**config.mk**
```make
export PLATFORM = sky130hd
export DESIGN_NAME = rrm_ctrl_flat
export DESIGN_NICKNAME = d
export VERILOG_FILES = /design/src/rrm_pkg.sv /design/src/rrm_cmd_if.sv /design/src/rrm_timer.sv /design/src/rrm_ctrl.sv /design/src/flat_wrapper.sv
export SDC_FILE = /design/constraint.sdc
export NUM_CORES = 1
export LEC_CHECK = 0
export ABC_AREA = 1
export BUFFER_PORTS_ARGS = -buffer_cell sky130_fd_sc_hd__buf_2
export CELL_PAD_IN_SITES_DETAIL_PLACEMENT = 0
export CELL_PAD_IN_SITES_GLOBAL_PLACEMENT = 1
export CORE_ASPECT_RATIO = 1.4
export CORE_MARGIN = 1.5
export CORE_UTILIZATION = 44
export DETAILED_ROUTE_END_ITERATION = 10
export GPL_TIMING_DRIVEN = 1
export HOLD_SLACK_MARGIN = 0.05
export PLACE_DENSITY = 0.84
export SLEW_MARGIN = 10
export SYNTH_ARGS = -nofsm -noshare
export SYNTH_HDL_FRONTEND = slang
export SYNTH_SLANG_ARGS = --single-unit
```
**constraint.sdc**
```tcl
create_clock -name ref_clk -period 4.37 [get_ports ref_clk]
set_input_delay 0.2185 -clock ref_clk [delete_from_list [all_inputs] [get_ports ref_clk]]
set_output_delay 0.2185 -clock ref_clk [all_outputs]
set_load 0.02 [all_outputs]
```
**src/rrm_pkg.sv**
```systemverilog
package rrm_pkg;

  // ----------------------------------------------------------------
  // clock and timing
  // ----------------------------------------------------------------
  localparam int CLK_PERIOD_NS = 4;
  // base average refresh interval, longest time: round down
  localparam int REFI_BASE_NS  = 7800;
  localparam int REFI_BASE_CYC = REFI_BASE_NS / CLK_PERIOD_NS;
  // refresh cycle times, least times: round up
  localparam int RFC1_NS  = 260;
  localparam int RFC2_NS  = 160;
  localparam int RFC4_NS  = 110;
  localparam int RFC1_CYC = (RFC1_NS + CLK_PERIOD_NS - 1) / CLK_PERIOD_NS;
  localparam int RFC2_CYC = (RFC2_NS + CLK_PERIOD_NS - 1) / CLK_PERIOD_NS;
  localparam int RFC4_CYC = (RFC4_NS + CLK_PERIOD_NS - 1) / CLK_PERIOD_NS;
  // settle gap after each mode register write
  localparam int MRS_GAP_NS  = 96;
  localparam int MRS_GAP_CYC = (MRS_GAP_NS + CLK_PERIOD_NS - 1) / CLK_PERIOD_NS;
  localparam int TMR_W       = 12;
  localparam int ADDR_W      = 14;

  // ----------------------------------------------------------------
  // mode register layout
  // ----------------------------------------------------------------
  localparam logic [2:0] SEL_RATE_REG = 3'h3;  // {bg0,ba} of rate-mode register
  localparam logic [2:0] SEL_TEMP_REG = 3'h4;  // {bg0,ba} of temp-refresh register
  localparam int MODE_LSB    = 6;
  localparam int MODE_MSB    = 8;
  localparam int TCR_EN_BIT  = 3;
  localparam int TCR_EXT_BIT = 2;

  localparam logic [2:0] MODE_FIX1  = 3'h0;
  localparam logic [2:0] MODE_FIX2  = 3'h1;
  localparam logic [2:0] MODE_FIX4  = 3'h2;
  localparam logic [2:0] MODE_OTF12 = 3'h5;
  localparam logic [2:0] MODE_OTF14 = 3'h6;

  // ----------------------------------------------------------------
  // case temperature thresholds, degrees C, signed
  // ----------------------------------------------------------------
  localparam logic [7:0] TEMP_COOL_C = 8'h2d;  // 45
  localparam logic [7:0] TEMP_NORM_C = 8'h55;  // 85
  localparam logic [7:0] TEMP_HOT1_C = 8'h5f;  // 95
  localparam logic [7:0] TEMP_HOT2_C = 8'h69;  // 105

  typedef enum logic [1:0] {RRM_K1X, RRM_K2X, RRM_K4X} rrm_kind_t;

  // refresh type from mode and the bg0 pick
  function automatic rrm_kind_t rrm_kind_of(input logic [2:0] mode, input logic hi);
    rrm_kind_t k;
    k = RRM_K1X;
    if (mode == MODE_FIX2) begin
      k = RRM_K2X;
    end else if (mode == MODE_FIX4) begin
      k = RRM_K4X;
    end else if (mode == MODE_OTF12 && hi) begin
      k = RRM_K2X;
    end else if (mode == MODE_OTF14 && hi) begin
      k = RRM_K4X;
    end
    return k;
  endfunction

  // interval divisor exponent of a refresh type
  function automatic logic [2:0] rrm_kind_sh(input rrm_kind_t k);
    return (k == RRM_K4X) ? 3'h2 : (k == RRM_K2X) ? 3'h1 : 3'h0;
  endfunction

  // interval divisor exponent from case temperature
  function automatic logic [2:0] rrm_temp_sh(input logic [7:0] t);
    logic [2:0] s;
    s = 3'h0;
    if ($signed(t) > $signed(TEMP_HOT2_C)) begin
      s = 3'h3;
    end else if ($signed(t) > $signed(TEMP_HOT1_C)) begin
      s = 3'h2;
    end else if ($signed(t) > $signed(TEMP_NORM_C)) begin
      s = 3'h1;
    end
    return s;
  endfunction

  // refresh cycle time of a refresh type
  function automatic logic [TMR_W-1:0] rrm_rfc_cyc(input rrm_kind_t k);
    logic [TMR_W-1:0] c;
    c = TMR_W'(RFC1_CYC);
    if (k == RRM_K2X) begin
      c = TMR_W'(RFC2_CYC);
    end else if (k == RRM_K4X) begin
      c = TMR_W'(RFC4_CYC);
    end
    return c;
  endfunction

endpackage

```
**src/rrm_cmd_if.sv**
```systemverilog
`timescale 1ns/1ns
// command pins from controller to memory device
interface rrm_cmd_if;
  logic                       cs_n;
  logic                       act_n;
  logic                       ras_n;
  logic                       cas_n;
  logic                       we_n;
  logic                       bg0;
  logic [1:0]                 ba;
  logic [rrm_pkg::ADDR_W-1:0] addr;

  modport ctrl (output cs_n, act_n, ras_n, cas_n, we_n, bg0, ba, addr);
  modport dev  (input  cs_n, act_n, ras_n, cas_n, we_n, bg0, ba, addr);
endinterface

```
**src/rrm_timer.sv**
```systemverilog
`timescale 1ns/1ns
// load-and-count-down timer, done while count is zero
module rrm_timer #(
  parameter int W = 12
) (
  // clock and reset
  input  wire logic         ref_clk,
  input  wire logic         srst,
  // load
  input  wire logic         load,
  input  wire logic [W-1:0] val,
  // status
  output logic              done
);
  typedef struct packed {
    logic [W-1:0] cnt;
  } rrm_tmr_t;

  rrm_tmr_t q;
  rrm_tmr_t d;

  // next count
  always_comb begin
    d = q;
    if (load) begin
      d.cnt = val;
    end else if (q.cnt != '0) begin
      d.cnt = q.cnt - 1'b1;
    end
  end

  // state register
  always_ff @(posedge ref_clk) begin
    if (srst) begin
      q <= '0;
    end else begin
      q <= d;
    end
  end

  assign done = (q.cnt == '0);
endmodule

```
**src/rrm_ctrl.sv**
```systemverilog
`timescale 1ns/1ns
// Behaviour
// - disabled: one refresh per average interval
// - device ignores range bit when disabled
// - enabled: device accepts all, skips by gear
// - range bit 0 normal, 1 extended
// - normal range: interval at most base
// - below 45C device may skip more
// - extended: faster refresh, device skips to base
// - extended range interval never above 3.9us
// - rate mode codes decode, three reserved
// - fixed single set, on-the-fly picks two
// - program on-the-fly mode before its refreshes
// - bg0 low single rate, high faster
// - double rate halves, quad quarters interval
// - default fixed single rate after reset
// - base 7.8us, divided further when hot
// - wait refresh cycle time of issued type
// - fixed mode issues only its own type
// - on-the-fly modes permit their two types
// - refresh is cs, ras, cas low, we high
// - postponement limited to 8, 16, 32
// - temperature refresh only in fixed single
module rrm_ctrl (
  // clock and reset
  input  wire logic          ref_clk,
  input  wire logic          srst,
  // command pins
  rrm_cmd_if.ctrl            cmd,
  // configuration request
  input  wire logic          cfg_apply,
  input  wire logic [2:0]    cfg_mode,
  input  wire logic          cfg_tcr,
  input  wire logic          cfg_ext,
  input  wire logic          hi_rate,
  // case temperature sensor, degrees C signed
  input  wire logic [7:0]    temp_c,
  // status
  output logic               ready,
  output logic               cfg_err,
  output logic               ref_issued,
  output rrm_pkg::rrm_kind_t ref_kind,
  output logic [2:0]         rate_mode,
  output logic               tcr_en,
  output logic               tcr_ext
);
  import rrm_pkg::*;

  typedef enum logic [2:0] {
    ST_OFF, ST_W_OFF, ST_RATE, ST_W_RATE, ST_TEMP, ST_W_TEMP, ST_RUN, ST_RFC
  } rrm_st_t;

  typedef struct packed {
    rrm_st_t           st;
    logic              cs_n;
    logic              act_n;
    logic              ras_n;
    logic              cas_n;
    logic              we_n;
    logic              bg0;
    logic [1:0]        ba;
    logic [ADDR_W-1:0] addr;
    logic [2:0]        mode;
    logic              temperature_controlled_refresh;
    logic              ext;
    logic              pend;
    logic [2:0]        p_mode;
    logic              p_tcr;
    logic              p_ext;
    logic              err;
    logic [7:0]        t1;
    logic [7:0]        t2;
    logic              issued;
    rrm_kind_t         kind;
    logic              ready;
  } rrm_ctrl_st_t;

  rrm_ctrl_st_t     q;
  rrm_ctrl_st_t     d;
  logic             g_ld;
  logic [TMR_W-1:0] g_val;
  logic             g_done;
  logic             i_ld;
  logic [TMR_W-1:0] i_val;
  logic             i_done;

  // -------------------------------------------------------------
  // gap and interval timers
  // -------------------------------------------------------------
  rrm_timer #(.W(TMR_W)) u_gap (
    .ref_clk (ref_clk),
    .srst    (srst),
    .load    (g_ld),
    .val     (g_val),
    .done    (g_done)
  );

  rrm_timer #(.W(TMR_W)) u_ivl (
    .ref_clk (ref_clk),
    .srst    (srst),
    .load    (i_ld),
    .val     (i_val),
    .done    (i_done)
  );

  // -------------------------------------------------------------
  // sequencer
  // -------------------------------------------------------------
  always_comb begin
    rrm_kind_t  k;
    logic [2:0] ts;
    logic [2:0] sh;
    d        = q;
    d.t1     = temp_c;
    d.t2     = q.t1;
    d.cs_n   = 1'b1;
    d.act_n  = 1'b1;
    d.ras_n  = 1'b1;
    d.cas_n  = 1'b1;
    d.we_n   = 1'b1;
    d.bg0    = 1'b0;
    d.ba     = 2'h0;
    d.addr   = '0;
    d.issued = 1'b0;
    g_ld     = 1'b0;
    g_val    = '0;
    i_ld     = 1'b0;
    i_val    = '0;
    k  = rrm_kind_of(q.mode, hi_rate);
    ts = rrm_temp_sh(q.t2);
    // extended range: at most half base
    if (q.temperature_controlled_refresh && q.ext && ts == 3'h0) begin
      ts = 3'h1;
    end
    sh = rrm_kind_sh(k) + ts;
    unique case (q.st)
      ST_OFF: begin
        {d.cs_n, d.ras_n, d.cas_n, d.we_n} = 4'h0;
        {d.bg0, d.ba}                      = SEL_TEMP_REG;
        g_ld                               = 1'b1;
        g_val                              = TMR_W'(MRS_GAP_CYC);
        d.st                               = ST_W_OFF;
      end
      ST_W_OFF: begin
        if (g_done) begin
          d.st = ST_RATE;
        end
      end
      ST_RATE: begin
        {d.cs_n, d.ras_n, d.cas_n, d.we_n} = 4'h0;
        {d.bg0, d.ba}                      = SEL_RATE_REG;
        d.addr[MODE_MSB:MODE_LSB]          = q.mode;
        g_ld                               = 1'b1;
        g_val                              = TMR_W'(MRS_GAP_CYC);
        d.st                               = ST_W_RATE;
      end
      ST_W_RATE: begin
        if (g_done) begin
          d.st = ST_TEMP;
        end
      end
      ST_TEMP: begin
        {d.cs_n, d.ras_n, d.cas_n, d.we_n} = 4'h0;
        {d.bg0, d.ba}                      = SEL_TEMP_REG;
        d.addr[TCR_EN_BIT]                 = q.temperature_controlled_refresh;
        d.addr[TCR_EXT_BIT]                = q.ext;
        g_ld                               = 1'b1;
        g_val                              = TMR_W'(MRS_GAP_CYC);
        d.st                               = ST_W_TEMP;
      end
      ST_W_TEMP: begin
        if (g_done) begin
          d.ready = 1'b1;
          d.st    = ST_RUN;
        end
      end
      ST_RUN: begin
        if (i_done) begin
          {d.cs_n, d.ras_n, d.cas_n} = 3'h0;
          d.bg0    = hi_rate && q.mode[2];
          d.issued = 1'b1;
          d.kind   = k;
          i_ld     = 1'b1;
          i_val    = TMR_W'((REFI_BASE_CYC >> sh) - 1);  // zero counts as a cycle
          // hold off for the cycle time
          g_ld     = 1'b1;
          g_val    = rrm_rfc_cyc(k);
          d.st     = ST_RFC;
        end else if (q.pend) begin
          d.mode  = q.p_mode;
          d.temperature_controlled_refresh   = q.p_tcr;
          d.ext   = q.p_ext;
          d.pend  = 1'b0;
          d.ready = 1'b0;
          d.st    = ST_OFF;
        end
      end
      ST_RFC: begin
        if (g_done) begin
          d.st = ST_RUN;
        end
      end
    endcase
    if (cfg_apply) begin
      if (cfg_mode == 3'h3 || cfg_mode == 3'h4 || cfg_mode == 3'h7) begin
        d.err = 1'b1;
      end else begin
        d.err    = 1'b0;
        d.pend   = 1'b1;
        d.p_mode = cfg_mode;
        // enable only with fixed single rate
        d.p_tcr  = cfg_tcr && cfg_mode == MODE_FIX1;
        d.p_ext  = cfg_ext;
      end
    end
  end

  // reset to fixed single rate, pins idle
  always_ff @(posedge ref_clk) begin
    if (srst) begin
      q <= '{st: ST_OFF, cs_n: 1'b1, act_n: 1'b1, ras_n: 1'b1, cas_n: 1'b1,
             we_n: 1'b1, mode: MODE_FIX1, p_mode: MODE_FIX1, kind: RRM_K1X,
             default: '0};
    end else begin
      q <= d;
    end
  end

  // outputs from state
  assign cmd.cs_n   = q.cs_n;
  assign cmd.act_n  = q.act_n;
  assign cmd.ras_n  = q.ras_n;
  assign cmd.cas_n  = q.cas_n;
  assign cmd.we_n   = q.we_n;
  assign cmd.bg0    = q.bg0;
  assign cmd.ba     = q.ba;
  assign cmd.addr   = q.addr;
  assign ready      = q.ready;
  assign cfg_err    = q.err;
  assign ref_issued = q.issued;
  assign ref_kind   = q.kind;
  assign rate_mode  = q.mode;
  assign tcr_en     = q.temperature_controlled_refresh;
  assign tcr_ext    = q.ext;
endmodule

```
**src/flat_wrapper.sv**
```systemverilog
// flat-port wrapper written by rule: the top's interface ports become plain ports
module rrm_ctrl_flat import rrm_pkg::*;
  (ref_clk, srst, cfg_apply, cfg_mode, cfg_tcr, cfg_ext, hi_rate, temp_c, ready, cfg_err, ref_issued, ref_kind, rate_mode, tcr_en, tcr_ext, cmd_cs_n, cmd_act_n, cmd_ras_n, cmd_cas_n, cmd_we_n, cmd_bg0, cmd_ba, cmd_addr);
  rrm_cmd_if cmd_i ();
  input  wire logic ref_clk;
  input  wire logic srst;
  input  wire logic cfg_apply;
  input  wire logic [2:0] cfg_mode;
  input  wire logic cfg_tcr;
  input  wire logic cfg_ext;
  input  wire logic hi_rate;
  input  wire logic [7:0] temp_c;
  output logic ready;
  output logic cfg_err;
  output logic ref_issued;
  output rrm_pkg::rrm_kind_t ref_kind;
  output logic [2:0] rate_mode;
  output logic tcr_en;
  output logic tcr_ext;
  output wire logic [$bits(cmd_i.cs_n)-1:0] cmd_cs_n;
  output wire logic [$bits(cmd_i.act_n)-1:0] cmd_act_n;
  output wire logic [$bits(cmd_i.ras_n)-1:0] cmd_ras_n;
  output wire logic [$bits(cmd_i.cas_n)-1:0] cmd_cas_n;
  output wire logic [$bits(cmd_i.we_n)-1:0] cmd_we_n;
  output wire logic [$bits(cmd_i.bg0)-1:0] cmd_bg0;
  output wire logic [$bits(cmd_i.ba)-1:0] cmd_ba;
  output wire logic [$bits(cmd_i.addr)-1:0] cmd_addr;
  assign cmd_cs_n = cmd_i.cs_n;
  assign cmd_act_n = cmd_i.act_n;
  assign cmd_ras_n = cmd_i.ras_n;
  assign cmd_cas_n = cmd_i.cas_n;
  assign cmd_we_n = cmd_i.we_n;
  assign cmd_bg0 = cmd_i.bg0;
  assign cmd_ba = cmd_i.ba;
  assign cmd_addr = cmd_i.addr;
  rrm_ctrl u_core (.ref_clk(ref_clk), .srst(srst), .cmd(cmd_i), .cfg_apply(cfg_apply), .cfg_mode(cfg_mode), .cfg_tcr(cfg_tcr), .cfg_ext(cfg_ext), .hi_rate(hi_rate), .temp_c(temp_c), .ready(ready), .cfg_err(cfg_err), .ref_issued(ref_issued), .ref_kind(ref_kind), .rate_mode(rate_mode), .tcr_en(tcr_en), .tcr_ext(tcr_ext));
endmodule
```
==> summary.txt <==
Global route
  • Number of antenna violations at the first check in global routing: 0
  • Vias in the first global route: 2658
  • First-pass GRT wire length: 11.34 mm
  • Tot GR Track Use: 17.51%
  • Grt met1 use: 19.07%
  • Gr ovfl total: 0
  • Met3 usage: 3.660%
  • Gr busiest metal: met2
  • Largest net degree at the start of global routing: 36
  • M2 GR Usage: 31.52%

Clocking
  • CTS tree: built
  • Clock tree buffer depth: 2
  • Clk_lat worst skew: 0.34 ns
  • Postcts setup bufs: 0
  • CTS clk-pin slew, worst paths: 0.07 ns
  • H-tree levels: 3
  • Cts hold-fix bufs: 0
  • CTS Root Cell: clkbuf_8
  • CTS Sinks: 66
  • # resized after CTS: 0
  • Number of CTS-inserted buffers: 9

Critical path
  • Critical path arrival: 3.34 ns
  • R2R Path End: u_core.u_ivl.q[2]$_SDFFE_PP0P_
  • Slowest-stage cell, CP: fa_1
  • Worst Setup End Kind: flip-flop
  • Nature of the critical path startpoint: flip-flop
  • Crit path max fanout: 6
  • Worst R2R Setup Slack: 1.30 ns
  • Largest delay contributor family on the critical path: adder cells
  • Crit path kind: flip-flop to flip-flop
  • Worst reg-to-reg path cell count: 18
  • R2r startpoint: u_core.q[10]$_SDFF_PP0_
  • Worst EP required: 4.65 ns
  • Critical path buffer and inverter count: 2
  • Crit path top cell by count: nand2_1
  • Crit-path cells: inv_1, or2_2, nor2_1, o211ai_1, o311ai_0, ha_1, inv_1, fa_1, ha_1, nand2_1, nand2_1, ha_1, nand3b_1, nand2_1, nand3_1, nand2_1, nand2_1, nor2_1
  • Critical Path Max Stage Delay: 0.59 ns
  • WP depth: 18

Synth
  • Mapped Cells: 473
  • Yosys top cell area share: 38.81%
  • Netlist cell types: 45
  • Sequential cell area fraction in the yosys report: 38.81%
  • Post-synth EDFFs: 0
  • Post-synth top area cell: dfxtp_1
  • Top_reg_cell synth: dfxtp_1
  • Syn_area_per_cell: 7.198 um^2
  • Mapped cell area: 0.003405 mm^2
  • Ys async rst share: 0%
  • YS warnings: 0
  • Synthesis-stage register bit count: 66
  • Area contributors post-synth: dfxtp_1 39%, nand2_1 10%, nor2_1 7.5%

Timing
  • Tcrit/Tclk final: 70.15%
  • Unrepaired setup endpoints after global routing: no
  • Final hold vios: 0
  • Skew final: 0.004086 ns
  • Endpoints failing setup: 0
  • TNS Setup: 0 ns
  • Pins over their slew limit: 0
  • Max-slew headroom: 54.44%
  • Tmin final: 3.066 ns
  • Least-Margin Pin Slew: 0.6835 ns
  • Max frequency: 326.2 MHz

Drt
  • Antenna viol nets, final: 0
  • Initial DRC Count: 113
  • Wire per inst: 11.19 um
  • Routed vias/inst: 4.735
  • Residual DRC: 0
  • Vias: 2836
  • Final wirelength: 6.702 mm
  • Pre-antenna DRT Iters: 5

Die
  • Core Region: 0.007407 mm^2
  • Ports: 49
  • Die Y: 107.1 um
  • Full die area: 0.008282 mm^2
  • Rows: 37
  • Starting Density: 45.96%
  • Die W: 77.34 um

Layout
  • Layout cell share with drive strength beyond 1: 14.74%
  • Diode count: 0
  • Final net count: 526
  • Util after Layout: 50.56%
  • P&R area growth vs syn: 9.996%

Outcome
  • Status: finished, final reports clean

Worst hold path
  • Hold Path Sink: u_core.d[9]$_SDFF_PP0_
  • Hold Crit Depth: 3
  • Hold crit path type: input port to flip-flop
  • Hold_sp: temp_c[5]

Place
  • GPL Wtd Cong: 0.8092
  • Dpl hpwl: 5.138 mm
  • # port buffers: 37

Power
  • Peak supply drop: 0.3037 mV
  • LEAKAGE: 1.814 nW
  • Pwr/cell area: 575.9 mW/mm^2

Flow run
  • MaxCap Viol Count: 0
## layout by cell type (no fill, tap or decap), types with 2 or more instances in the layout
| cell | n |
|---|---|
| nand4_1 | 7 |
| o211ai_1 | 2 |
| ha_1 | 11 |
| nand3b_1 | 6 |
| o21ai_1 | 7 |
| nand2_2 | 4 |
| inv_1 | 63 |
| bufinv_16 | 3 |
| a21boi_0 | 2 |
| or2_2 | 3 |
| nor3_1 | 3 |
| nor2_1 | 68 |
| nand3_1 | 28 |
| dfxtp_1 | 66 |
| clkinv_2 | 2 |
| buf_2 | 37 |
| clkbuf_1 | 2 |
| o21ai_0 | 16 |
| xor2_1 | 4 |
| conb_1 | 10 |
| xnor2_1 | 5 |
| clkbuf_8 | 9 |
| nand2_1 | 95 |
| inv_2 | 4 |
| nor2_2 | 3 |
| a21oi_1 | 23 |
## synthesized netlist by cell type (2+ instances only)
cell,instances
conb_1,2
nand2_2,4
o211ai_1,2
nand3b_1,6
nand2_1,95
buf_4,25
a21oi_1,23
inv_1,63
xnor2_1,5
nor3_1,3
o21ai_0,16
buf_1,3
inv_2,4
o21ai_1,7
nor2_2,3
dfxtp_1,66
xor2_1,4
nand3_1,28
nand4_1,7
ha_1,11
buf_6,2
nor2_1,68
or2_2,3
a21boi_0,2
## layer usage
metal | share of wire (%) | up-vias
met1 | 43 | 1277
li1 | - | 1502
met5 | 0 | -
met4 | 2.0 | 0
met2 | 51 | 45
met3 | 3.5 | 12
## worst reg2reg max path: stages, from the launching register on
cell and delay (ns):
dfxtp_1 0.31, inv_1 0.03, or2_2 0.28, nor2_1 0.16
o211ai_1 0.10, o311ai_0 0.12, ha_1 0.21, inv_1 0.05
fa_1 0.59, ha_1 0.29, nand2_1 0.08, nand2_1 0.11
ha_1 0.21, nand3b_1 0.15, nand2_1 0.08, nand3_1 0.07
nand2_1 0.06, nand2_1 0.04, nor2_1 0.07
## registers in the layout (all words and copies together) (netlist names), 2 cells and up
name	flops
u_core.ref_kind	2
u_core.d	7
u_core.rate_mode	3
u_core.u_ivl.q	12
u_core.u_gap.q	12
u_core.cmd.addr	5
u_core.q	16
## metrics by stage
stage	hold WS (ns)	power, mW	setup WS (ns)	cells	instance area [um^2]
5_1_grt	0.06095	2.332	0.9813	599	3745
3_5_place_dp	0.3954	1.569	1.283	583	3511
6_report	0.07362	2.157	1.304	599	3745
3_3_place_gp	0.3896	1.561	1.356	583	3511
4_1_cts	0.06148	2.175	1.261	599	3745
2_1_floorplan	0.3255	1.430	1.581	481	3435
## final cells by class
cell class | instances | area [um^2]
inverters | 69 | 260.3
flip-flops and latches | 66 | 1321
well taps | 97 | 121.4
clock inverters | 5 | 102.6
multi-input cells | 314 | 1623
repair buffers | 37 | 185.2
fillers | 767 | 3662
clock buffers | 11 | 131.4
## power by group
group          total (mW)  switching [mW]  internal, mW
registers           0.762          0.0692         0.693
logic               0.791           0.503         0.288
clock network       0.603           0.225         0.378
total                2.16           0.797          1.36
## worst max path at each step
stage                                           to  slack, ns                    start
finish              u_core.u_ivl.q[2]$_SDFFE_PP0P_       1.30  u_core.q[10]$_SDFF_PP0_
global route        u_core.u_ivl.q[4]$_SDFFE_PP0P_       0.98  u_core.q[10]$_SDFF_PP0_
CTS                 u_core.u_ivl.q[2]$_SDFFE_PP0P_       1.26  u_core.q[10]$_SDFF_PP0_
detailed placement  u_core.u_ivl.q[2]$_SDFFE_PP0P_       1.28  u_core.q[10]$_SDFF_PP0_
global placement    u_core.u_ivl.q[2]$_SDFFE_PP0P_       1.36  u_core.q[10]$_SDFF_PP0_
floorplan           u_core.u_ivl.q[2]$_SDFFE_PP0P_       1.58  u_core.q[10]$_SDFF_PP0_
## cell families after synthesis
group | Yosys count | share of synthesized area [%]
simple gates | 226 | 30.06
buf+inv | 101 | 14.41
flops | 66 | 38.81
compound gates | 57 | 9.556
fa+ha+maj | 12 | 4.631
xor+xnor | 9 | 2.315
other cells | 2 | 0.2206
Note: power is estimated with default switching activity, not from simulation.
